===== config.mk =====
export PLATFORM = sky130hd
export DESIGN_NAME = fmc_config_regs
export DESIGN_NICKNAME = d
export VERILOG_FILES = /design/src/design/fmc_pkg.sv /design/src/design/fmc_fault_counter.sv /design/src/design/fmc_config_regs.sv
export VERILOG_INCLUDE_DIRS = /design/src /design/src/design
export SDC_FILE = /design/constraint.sdc
export NUM_CORES = 1
export LEC_CHECK = 0
export ABC_CLOCK_PERIOD_IN_PS = 1500
export BUFFER_PORTS_ARGS = -buffer_cell sky130_fd_sc_hd__buf_2
export CAP_MARGIN = 30
export CELL_PAD_IN_SITES_DETAIL_PLACEMENT = 0
export CELL_PAD_IN_SITES_GLOBAL_PLACEMENT = 2
export CORE_MARGIN = 3
export CORE_UTILIZATION = 31
export CTS_CLUSTER_SIZE = 40
export DETAILED_ROUTE_END_ITERATION = 8
export HOLD_SLACK_MARGIN = 0.1
export PLACE_DENSITY = 0.89
export SLEW_MARGIN = 15
export SYNTH_ARGS = -nofsm -noshare
export SYNTH_HDL_FRONTEND = slang
export SYNTH_SLANG_ARGS = --single-unit

===== constraint.sdc =====
create_clock -name clk -period 1.5 [get_ports clk]
set_input_delay 0.15 -clock clk [delete_from_list [all_inputs] [get_ports clk]]
set_output_delay 0.15 -clock clk [all_outputs]
set_load 0.01 [all_outputs]

===== src/design/fmc_params.svh =====
`ifndef FMC_PARAMS_SVH
`define FMC_PARAMS_SVH

// ====================================================
// Register map
`define FMC_ADDR_CFG1 8'h00
`define FMC_ADDR_CFG2 8'h01
`define FMC_CFG1_RESET 8'h09
`define FMC_CFG2_RESET 8'h7f
// Bit 7 is self-clearing, bit 6 unused: neither is stored
`define FMC_CFG2_STORE_MASK 8'h3f

// ====================================================
// First register fields
`define FMC_C1_AUTO 7
`define FMC_C1_SRC_HI 6
`define FMC_C1_SRC_LO 5
`define FMC_C1_FAIL_EN 4
`define FMC_C1_PWM_INV 3
`define FMC_C1_TACH_ANA 2
`define FMC_C1_ALERT_EN 1
`define FMC_C1_MONITOR 0

// ====================================================
// Second register fields
`define FMC_C2_SOFT_RST 7
`define FMC_C2_UNUSED 6
`define FMC_C2_REMOTE_EN 5
`define FMC_C2_LOCAL_EN 4
`define FMC_C2_ALERT_MASK 3
`define FMC_C2_TACH_EN 2
`define FMC_C2_TMO_EN 1
`define FMC_C2_PWM_EN 0

// ====================================================
// Fan failure
`define FMC_FAIL_COUNT 5

`endif


===== src/design/fmc_pkg.sv =====
`default_nettype none
package fmc_pkg;
    typedef logic [7:0] fmc_byte_t;

    typedef enum logic [3:0] {
        FMC_MODE_DUTY = 4'h1,
        FMC_MODE_RPM = 4'h2,
        FMC_MODE_AUTO_REMOTE = 4'h4,
        FMC_MODE_AUTO_BOTH = 4'h8
    } fmc_mode_t;
endpackage
`default_nettype wire


===== src/design/fmc_fault_counter.sv =====
`include "fmc_params.svh"
`default_nettype none
module fmc_fault_counter #(
    parameter int COUNT = `FMC_FAIL_COUNT
) (
    input wire logic clk,
    input wire logic reset,
    input wire logic clear,
    input wire logic fault_event,
    input wire logic good_event,
    output logic failed
);
    localparam int CW = $clog2(COUNT + 1);

    if (COUNT < 1 || COUNT > 255) begin : g_check
        $error("fmc_fault_counter: COUNT out of range");
    end

    logic [CW-1:0] cnt_reg;
    logic [CW-1:0] cnt_next;
    wire at_limit = (cnt_reg == CW'(COUNT));

    // A fault in the same cycle as a good reading still counts
    assign cnt_next = clear ? '0 :
                      fault_event ? (at_limit ? cnt_reg : cnt_reg + 1'b1) :
                      good_event ? (at_limit ? cnt_reg : '0) :
                      cnt_reg;

    always_ff @(posedge clk or posedge reset) begin
        if (reset) begin
            cnt_reg <= '0;
        end else begin
            cnt_reg <= cnt_next;
        end
    end

    // Once reached, failure holds until cleared by reset or by the clear input
    assign failed = at_limit;
endmodule // fmc_fault_counter
`default_nettype wire


===== src/design/fmc_config_regs.sv =====
`include "fmc_params.svh"
`default_nettype none
module fmc_config_regs #(
    parameter int FAIL_COUNT = `FMC_FAIL_COUNT
) (
    input wire logic clk,
    input wire logic reset,
    input wire logic wr_en,
    input wire logic rd_en,
    input wire logic [7:0] addr,
    input wire logic [7:0] wr_data,
    output logic [7:0] rd_data,
    output logic rd_valid,
    input wire logic diode_fault_at_por,
    input wire logic fan_fault_event,
    input wire logic tach_good_event,
    input wire logic alert_req,
    input wire logic ext_alert_low,
    output fmc_pkg::fmc_mode_t fan_mode,
    output logic fan_fail_n,
    output logic pwm_active_high,
    output logic tach_analog,
    output logic alert_out_n,
    output logic monitor_active,
    output logic fan_ctrl_run,
    output logic remote_int_en,
    output logic local_int_en,
    output logic alert_in_mask,
    output logic tach_en,
    output logic bus_timeout_en,
    output logic pwm_out_en,
    output logic force_full_speed,
    output logic soft_reset_pulse
);
    if (FAIL_COUNT < 1) begin : g_check
        $error("fmc_config_regs: FAIL_COUNT must be at least 1");
    end

    function automatic logic hit(input logic [7:0] a, input logic [7:0] r);
        hit = (a == r);
    endfunction

    // ====================================================
    // Decode
    logic [7:0] cfg1_reg;
    logic [7:0] cfg2_reg;
    logic por_done_reg;
    logic diode_fault_reg;
    logic armed_reg;
    logic fan_failed;

    wire wr_cfg1 = wr_en && hit(addr, `FMC_ADDR_CFG1);
    wire wr_cfg2 = wr_en && hit(addr, `FMC_ADDR_CFG2);
    wire soft_rst = wr_cfg2 && por_done_reg && wr_data[`FMC_C2_SOFT_RST];

    // Remote enable default depends on the diode check at power-up
    wire [7:0] cfg2_default = (`FMC_CFG2_RESET & `FMC_CFG2_STORE_MASK) &
        ~(8'(diode_fault_reg) << `FMC_C2_REMOTE_EN);

    wire [7:0] cfg1_next = soft_rst ? `FMC_CFG1_RESET :
                           wr_cfg1 ? wr_data : cfg1_reg;
    wire [7:0] cfg2_next = soft_rst ? cfg2_default :
                           wr_cfg2 ? (wr_data & `FMC_CFG2_STORE_MASK) :
                           cfg2_reg;

    wire [7:0] rd_mux = hit(addr, `FMC_ADDR_CFG1) ? cfg1_reg :
                        hit(addr, `FMC_ADDR_CFG2) ? cfg2_reg : 8'h00;

    wire [1:0] src = {cfg1_reg[`FMC_C1_SRC_HI], cfg1_reg[`FMC_C1_SRC_LO]};
    // Source codes 01 and 10 in automatic mode fall back to remote only
    wire fmc_pkg::fmc_mode_t mode_dec =
        cfg1_reg[`FMC_C1_AUTO] ?
            ((src == 2'h3) ? fmc_pkg::FMC_MODE_AUTO_BOTH
                           : fmc_pkg::FMC_MODE_AUTO_REMOTE) :
            (src[0] ? fmc_pkg::FMC_MODE_RPM : fmc_pkg::FMC_MODE_DUTY);

    // Fan control starts only on an explicit write of the monitor bit
    wire armed_next = soft_rst ? 1'b0 :
                      wr_cfg1 ? wr_data[`FMC_C1_MONITOR] : armed_reg;

    // ====================================================
    // Registers
    always_ff @(posedge clk or posedge reset) begin
        if (reset) begin
            cfg1_reg <= `FMC_CFG1_RESET;
            cfg2_reg <= `FMC_CFG2_RESET & `FMC_CFG2_STORE_MASK;
            armed_reg <= 1'b0;
        end else if (!por_done_reg) begin
            cfg2_reg[`FMC_C2_REMOTE_EN] <= !diode_fault_at_por;
        end else begin
            cfg1_reg <= cfg1_next;
            cfg2_reg <= cfg2_next;
            armed_reg <= armed_next;
        end
    end

    // Diode strap is caught on the first edge after release
    always_ff @(posedge clk or posedge reset) begin
        if (reset) begin
            por_done_reg <= 1'b0;
            diode_fault_reg <= 1'b0;
        end else if (!por_done_reg) begin
            por_done_reg <= 1'b1;
            diode_fault_reg <= diode_fault_at_por;
        end
    end

    always_ff @(posedge clk or posedge reset) begin
        if (reset) begin
            rd_data <= 8'h00;
            rd_valid <= 1'b0;
        end else begin
            rd_valid <= rd_en;
            if (rd_en) begin
                rd_data <= rd_mux;
            end
        end
    end

    fmc_fault_counter #(
        .COUNT(FAIL_COUNT)
    ) u_fault_counter (
        .clk(clk),
        .reset(reset),
        .clear(soft_rst),
        .fault_event(fan_fault_event),
        .good_event(tach_good_event),
        .failed(fan_failed)
    );

    // ====================================================
    // Outputs
    always_ff @(posedge clk or posedge reset) begin
        if (reset) begin
            fan_mode <= fmc_pkg::FMC_MODE_DUTY;
            fan_fail_n <= 1'b1;
            alert_out_n <= 1'b1;
            fan_ctrl_run <= 1'b0;
            force_full_speed <= 1'b0;
            soft_reset_pulse <= 1'b0;
        end else begin
            fan_mode <= mode_dec;
            fan_fail_n <= !(fan_failed &&
                cfg1_reg[`FMC_C1_FAIL_EN]);
            alert_out_n <= !(alert_req && cfg1_reg[`FMC_C1_ALERT_EN]);
            fan_ctrl_run <= armed_reg && cfg1_reg[`FMC_C1_MONITOR];
            // Full speed after failure applies even with the pin disabled
            force_full_speed <= fan_failed ||
                (ext_alert_low && !cfg2_reg[`FMC_C2_ALERT_MASK]);
            soft_reset_pulse <= soft_rst;
        end
    end

    assign pwm_active_high = cfg1_reg[`FMC_C1_PWM_INV];
    assign tach_analog = cfg1_reg[`FMC_C1_TACH_ANA];
    assign monitor_active = cfg1_reg[`FMC_C1_MONITOR];
    assign remote_int_en = cfg2_reg[`FMC_C2_REMOTE_EN];
    assign local_int_en = cfg2_reg[`FMC_C2_LOCAL_EN];
    assign alert_in_mask = cfg2_reg[`FMC_C2_ALERT_MASK];
    assign tach_en = cfg2_reg[`FMC_C2_TACH_EN];
    assign bus_timeout_en = cfg2_reg[`FMC_C2_TMO_EN];
    assign pwm_out_en = cfg2_reg[`FMC_C2_PWM_EN];
endmodule // fmc_config_regs
`default_nettype wire


==> impl_metrics.toml, run 1 <==
[synthesis]
synth_top_area_share_pct = 41.0
ys_warn_count = 0
synthCells = 136
synth-main-ff-cell = "dfrtp_1"
synth-edff-count = 0
netlist_area_um2 = 1650
synth_most_common_cell = "dfrtp_1"
yosysTopAreaCell = "dfrtp_1"
ys_ff_latch = 38
ys_seq_area_share_pct = 58.5
netlist_top_cells_count = "27 x dfrtp_1, 23 x inv_1, 11 x dfstp_2, 9 x mux2i_1"
syn_nets = 163
syn_area_per_cell_um2 = 12.1
synthDistinctLibCells = 38
netlist_top_cells_area = "dfrtp_1 41%, dfstp_2 18%, mux2i_1 5.5%, inv_1 5.2%, a22o_2 4.3%"
synthArstFlopShare_pct = 100

[placement]
placement.io_buffers = 51
place_area_um2 = 1990
gp_congestion = 0.767

[cts]
clk_pin_slew_worst_paths_ns = 0.07
clockBufferDepth = 2
cts_tree = "yes"
ctsRootBufferMaster = "clkbuf_8"
cts-hold-fix-buffers = 5
ctsHtreeMaxLevel = 2
cts_buffers = 5
clkSinkCount = 38
clock_latency_ns = 0.29
cts_resized = 0
cts_setup_buffers = 0

[die]
fp.dieH_um = 78.9
io_pins = 52
fp.dieW_um = 78.9
rows = 25
initial_utilization_pct = 33.3
coreArea_um2 = 4940
dieArea_um2 = 6230

[layout]
drive_gt1_share_pct = 43.7
nets = 225
syn_to_final_growth_pct = 29.5
n_antenna_cell = 0
design_area_um2 = 2130

[power_and_ir_drop]
switchingPower_w = 0.000553
combPwrFrac_pct = 13.7
powerDensity_nw_per_um2 = 1010
p_int_w = 0.00161
clockPowerShare_pct = 33.1
seq_power_share_pct = 53.3
p_leak_nw = 1.09
peakVddDrop_v = 0.000546
switching_share_pct = 25.6

[grt]
grt_max_degree = 39
antenna_found_initial = 0
gr-total-overflow = 0
grt_pass1_wl_um = 6410
grt_use_total_pct = 13.3
grt_pass1_vias = 1319

[worst_setup_path]
critPathMaxFanout = 9
crit_chain = "and4_1 > a22o_2"
r2r_cells = 2
worstPathArrival_ns = 1.44
required_ns = 1.73
critPathLaunchType = "flop"
end_kind = "flop"
cp_slowest_cell = "dfrtp_1"
crit_path_max_incr_delay_ns = 0.52
path_class = "reg -> reg"

[timing]
setup_tns_ns = 0
fin_skew_ns = 0.00480
final_hold_viol_count = 0
rsz0062_at_grt = "no"
slew_violations = 0
setup_viol_count_final = 0
fmaxAchievable_mhz = 826
finalCritPeriodShare_pct = 80.7
layout_min_cycle_time_ns = 1.21

[detailed_routing]
dr_total_vias = 1234
via_per_inst = 4.64
drt_first_iter_violations = 55
routedWlPerCell_um = 14.1
drtPass1Iterations = 4
ant_nets = 0
drc = 0
wl_um = 3740

[min_path]
hold_class = "in -> reg"
holdPathStages = 2

[job]
maxCapViolCount = 0

[outcome]
outcome = "finished, final reports clean"
[cell type report]
type / instances / area, µm²
repair buffers: 60 / 335
clock buffers: 8 / 90.1
inverters: 23 / 86.3
multi-input cells: 70 / 574
fillers: 523 / 2810
flip-flops and latches: 38 / 965
well taps: 67 / 83.8
[cells in the final DEF (no fill, tap or decap), drive strengths merged, types with 2 or more instances in the layout]
cell,netlist,layout
buf,3,55
dfrtp,27,27
inv,23,23
dfstp,11,11
mux2i,9,9
clkbuf,2,8
a22o,7,7
nor2,7,7
o22ai,6,6
dlygate4sd3,0,5
a22oi,4,4
a21oi,3,3
nand2,3,3
o32ai,2,2
a41oi,2,2
a31oi,2,2
a31o,2,2
and2,2,2
ha,2,2
and4,2,2
nand3,2,2
o2111ai,2,2
[final timing paths]
| path | slack (ns) | end | startpoint |
|---|---|---|---|
| setup / recovery | 0.29 | cfg1_reg[2]$_DFFE_PP0P_ | por_done_reg$_DFF_PP0_ |
| min in group asynchronous | 0.51 | rd_data[3]$_DFFE_PP0P_ | reset |
| hold reg to reg | 0.45 | alert_out_n$_DFF_PP1_ | cfg1_reg[1]$_DFFE_PP0P_ |
| max in group asynchronous | 0.62 | alert_out_n$_DFF_PP1_ | reset |
| hold / removal | 0.11 | armed_reg$_DFFE_PP0P_ | wr_data[0] |
| setup reg to reg | 0.29 | cfg1_reg[2]$_DFFE_PP0P_ | por_done_reg$_DFF_PP0_ |
[through the flow]
stage                     instances  total power, W  utilization, %  hold WS (ns)  setup WS [ns]
after detailed placement        253         0.00146            40.4         0.292         0.0703
after CTS                       266         0.00219            43.2         0.103          0.275
after global placement          253         0.00145            40.4         0.288          0.113
after global routing            266         0.00228            43.2         0.102          0.167
final                           266         0.00216            43.2         0.109          0.289
after floorplan                 136         0.00134               -         0.181          0.230
[layer usage]
layer,global-route usage (%),wire length (µm),up-vias
li1,-,-,602
met1,16.9,1690,587
met2,21.3,1720,40
met3,4.99,289,5
met4,3.26,42,0
met5,0,0,-
[power groups by stage]
stage	registers (W)	clock network [W]	logic, W
6_report	0.00115	0.000715	0.000296
5_1_grt	0.00116	0.000777	0.000339
4_1_cts	0.00115	0.000742	0.000302
3_5_place_dp	0.00117	0	0.000291
3_3_place_gp	0.00117	0	0.000286
2_1_floorplan	0.00116	0	0.000181
[critical path: cells and delay by family (launching register included)]
kind | cells | cell delay [ns]
and+or+nand+nor | 1 | 0.44
DFF | 1 | 0.52
AOI/OAI and AO/OA | 1 | 0.19
[kinds of logic after synthesis]
family	after synthesis	share of synthesized area (%)
other	1	0.228
DFF	38	58.5
AOI/OAI and AO/OA	33	16.7
muxes	10	6.15
xor gates and xnor gates	1	0.532
buffers and inverters	28	6.61
adders and majority gates	2	1.52
and+or+nand+nor	23	9.72
(Power assumes the default switching activity.)
==> run 2: changes to the inputs <==
Settings changed: ABC_CLOCK_PERIOD_IN_PS 1500 to 1110, CORE_UTILIZATION 31 to 28, PLACE_DENSITY 0.89 to 0.85.
Clock period 1.5 ns to 1.11 ns, I/O delays scaled along.
==> impl_metrics.toml, run 2 (synthesis gave the netlist of run 1 again) <==
[worst_setup_path]
r2r_start = "u_fault_counter.cnt_reg[0]$_DFFE_PP0P_"
critPathMaxFanout = 3
r2r_cells = 4
required_ns = 1.30
critPathLaunchType = "flop"
reg2reg_to = "u_fault_counter.cnt_reg[2]$_DFFE_PP0P_"
end_kind = "flop"
path_class = "reg -> reg"
r2r_slack_ns = -0.003
worstPathArrival_ns = 1.30

[cts]
cts_tree = "yes"
clkSinkCount = 38
ctsHtreeMaxLevel = 2
cts_buffers = 5
clk_pin_slew_worst_paths_ns = 0.08
ctsRootBufferMaster = "clkbuf_8"
clock_latency_ns = 0.29
clockBufferDepth = 2

[detailed_routing]
dr_total_vias = 1336
via_per_inst = 4.51
drc = 0
drt_first_iter_violations = 58
ant_nets = 0
routedWlPerCell_um = 14.0
wl_um = 4140
drtPass1Iterations = 4

[die]
dieArea_um2 = 6840
fp.dieW_um = 82.7
rows = 27
initial_utilization_pct = 29.4
coreArea_um2 = 5610
fp.dieH_um = 82.7
io_pins = 52

[timing]
fin_skew_ns = 0.00914
setup_ws_ns = -0.00349
slew_violations = 0
finalCritPeriodShare_pct = 100
layout_min_cycle_time_ns = 1.11
rsz0062_at_grt = "yes"
whs_ns = 0.145
setup_viol_count_final = 1
final_hold_viol_count = 0
fmaxAchievable_mhz = 898

[grt]
antenna_found_initial = 0
grt_pass1_wl_um = 6430
gr-total-overflow = 0
grt_pass1_vias = 1309
grt_max_degree = 39
grt_use_total_pct = 12.8

[power_and_ir_drop]
combPwrFrac_pct = 18.9
clockPowerShare_pct = 31.5
switchingPower_w = 0.000872
p_int_w = 0.00231
peakVddDrop_v = 0.000613
switching_share_pct = 27.4
powerDensity_nw_per_um2 = 1310
p_leak_nw = 1.23
seq_power_share_pct = 49.6

[layout]
nets = 250
num-fill-cells = 582
layout_common_cells = "49 x buf_2, 26 x dfrtp_1, 22 x inv_1"
fin_util_pct = 43.2
syn_to_final_growth_pct = 47.0
drive_gt1_share_pct = 51.3
n_antenna_cell = 0
layout_commonest_cell = "buf_2"

[placement]
placement.io_buffers = 51
dp_hpwl_um = 2960
gp_congestion = 0.732

[outcome]
outcome = "finished with violations"
violations = "negative setup slack"

[min_path]
hold_class = "in -> reg"
hold_end = "rd_valid$_DFF_PP0_"
holdPathStages = 2
hold_path_startpoint = "rd_en"

[job]
maxCapViolCount = 0
-- run 2: area by class of cell --
cell class	instances	area (µm²)	share of cell area, %
Clock buffer	6	82.6	3.41
Clock inverter	2	12.5	0.517
Inverter	23	86.3	3.56
Multi-Input combinational cell	70	618	25.5
Sequential cell	38	966	39.9
Tap cell	72	90.1	3.72
Timing Repair Buffer	85	567	23.4
-- run 2: critical path, stage by stage, from the launching register on --
cell	delay, ns
dfrtp_1	0.43
ha_2	0.19
xor2_1	0.14
a22oi_1	0.19
a21oi_1	0.06
-- run 2: timing repair --
| action | CTS | global route |
|---|---|---|
| hold endpoints to repair | 50 | 0 |
| setup endpoints to repair | 4 | 17 |
| gates resized for setup | 3 | 10 |
| pin swaps | 2 | 5 |
| hold buffers | 11 | 0 |
| buffers inserted | 2 | 4 |
-- run 2: stage by stage --
| stage | area, µm² | power, W | instances | TNS (ns) | setup WS (ns) |
|---|---|---|---|---|---|
| after floorplan | 1650 | 0.00182 | 136 | -0.953 | -0.103 |
| after global placement | 2110 | 0.00201 | 271 | -2.61 | -0.172 |
| after detailed placement | 2110 | 0.00202 | 271 | -3.03 | -0.198 |
| after CTS | 2340 | 0.00309 | 292 | -0.0105 | -0.0105 |
| after global routing | 2420 | 0.00334 | 296 | -0.144 | -0.0645 |
| final | 2420 | 0.00318 | 296 | -0.00349 | -0.00349 |
-- run 2: routing by layer --
metal  global-route usage, %  share of wire (%)  vias up
li1                        -                  -      653
met1                    16.1                 45      636
met2                    20.6                 47       40
met3                    3.47                6.2        7
met4                    5.39                1.7        0
met5                       0                  0        -
-- run 2: worst max-delay path by stage --
stage / from / end / slack, ns / cells after the start
5_1_grt: u_fault_counter.cnt_reg[0]$_DFFE_PP0P_ / u_fault_counter.cnt_reg[2]$_DFFE_PP0P_ / -0.06 / 4
4_1_cts: u_fault_counter.cnt_reg[1]$_DFFE_PP0P_ / u_fault_counter.cnt_reg[1]$_DFFE_PP0P_ / -0.01 / 5
2_1_floorplan: addr[4] / armed_reg$_DFFE_PP0P_ / -0.10 / 3
3_3_place_gp: addr[3] / cfg1_reg[6]$_DFFE_PP0P_ / -0.17 / 5
3_5_place_dp: addr[3] / armed_reg$_DFFE_PP0P_ / -0.20 / 5
6_report: u_fault_counter.cnt_reg[0]$_DFFE_PP0P_ / u_fault_counter.cnt_reg[2]$_DFFE_PP0P_ / -0.003 / 4
-- run 2: power by group through the flow --
stage | registers, W | logic, W | clock network (W)
global placement | 0.00158 | 0.000437 | 0
CTS | 0.00155 | 0.000516 | 0.00102
floorplan | 0.00157 | 0.000245 | 0
detailed placement | 0.00158 | 0.000445 | 0
finish | 0.00158 | 0.000601 | 0.00100
global route | 0.00159 | 0.000677 | 0.00108
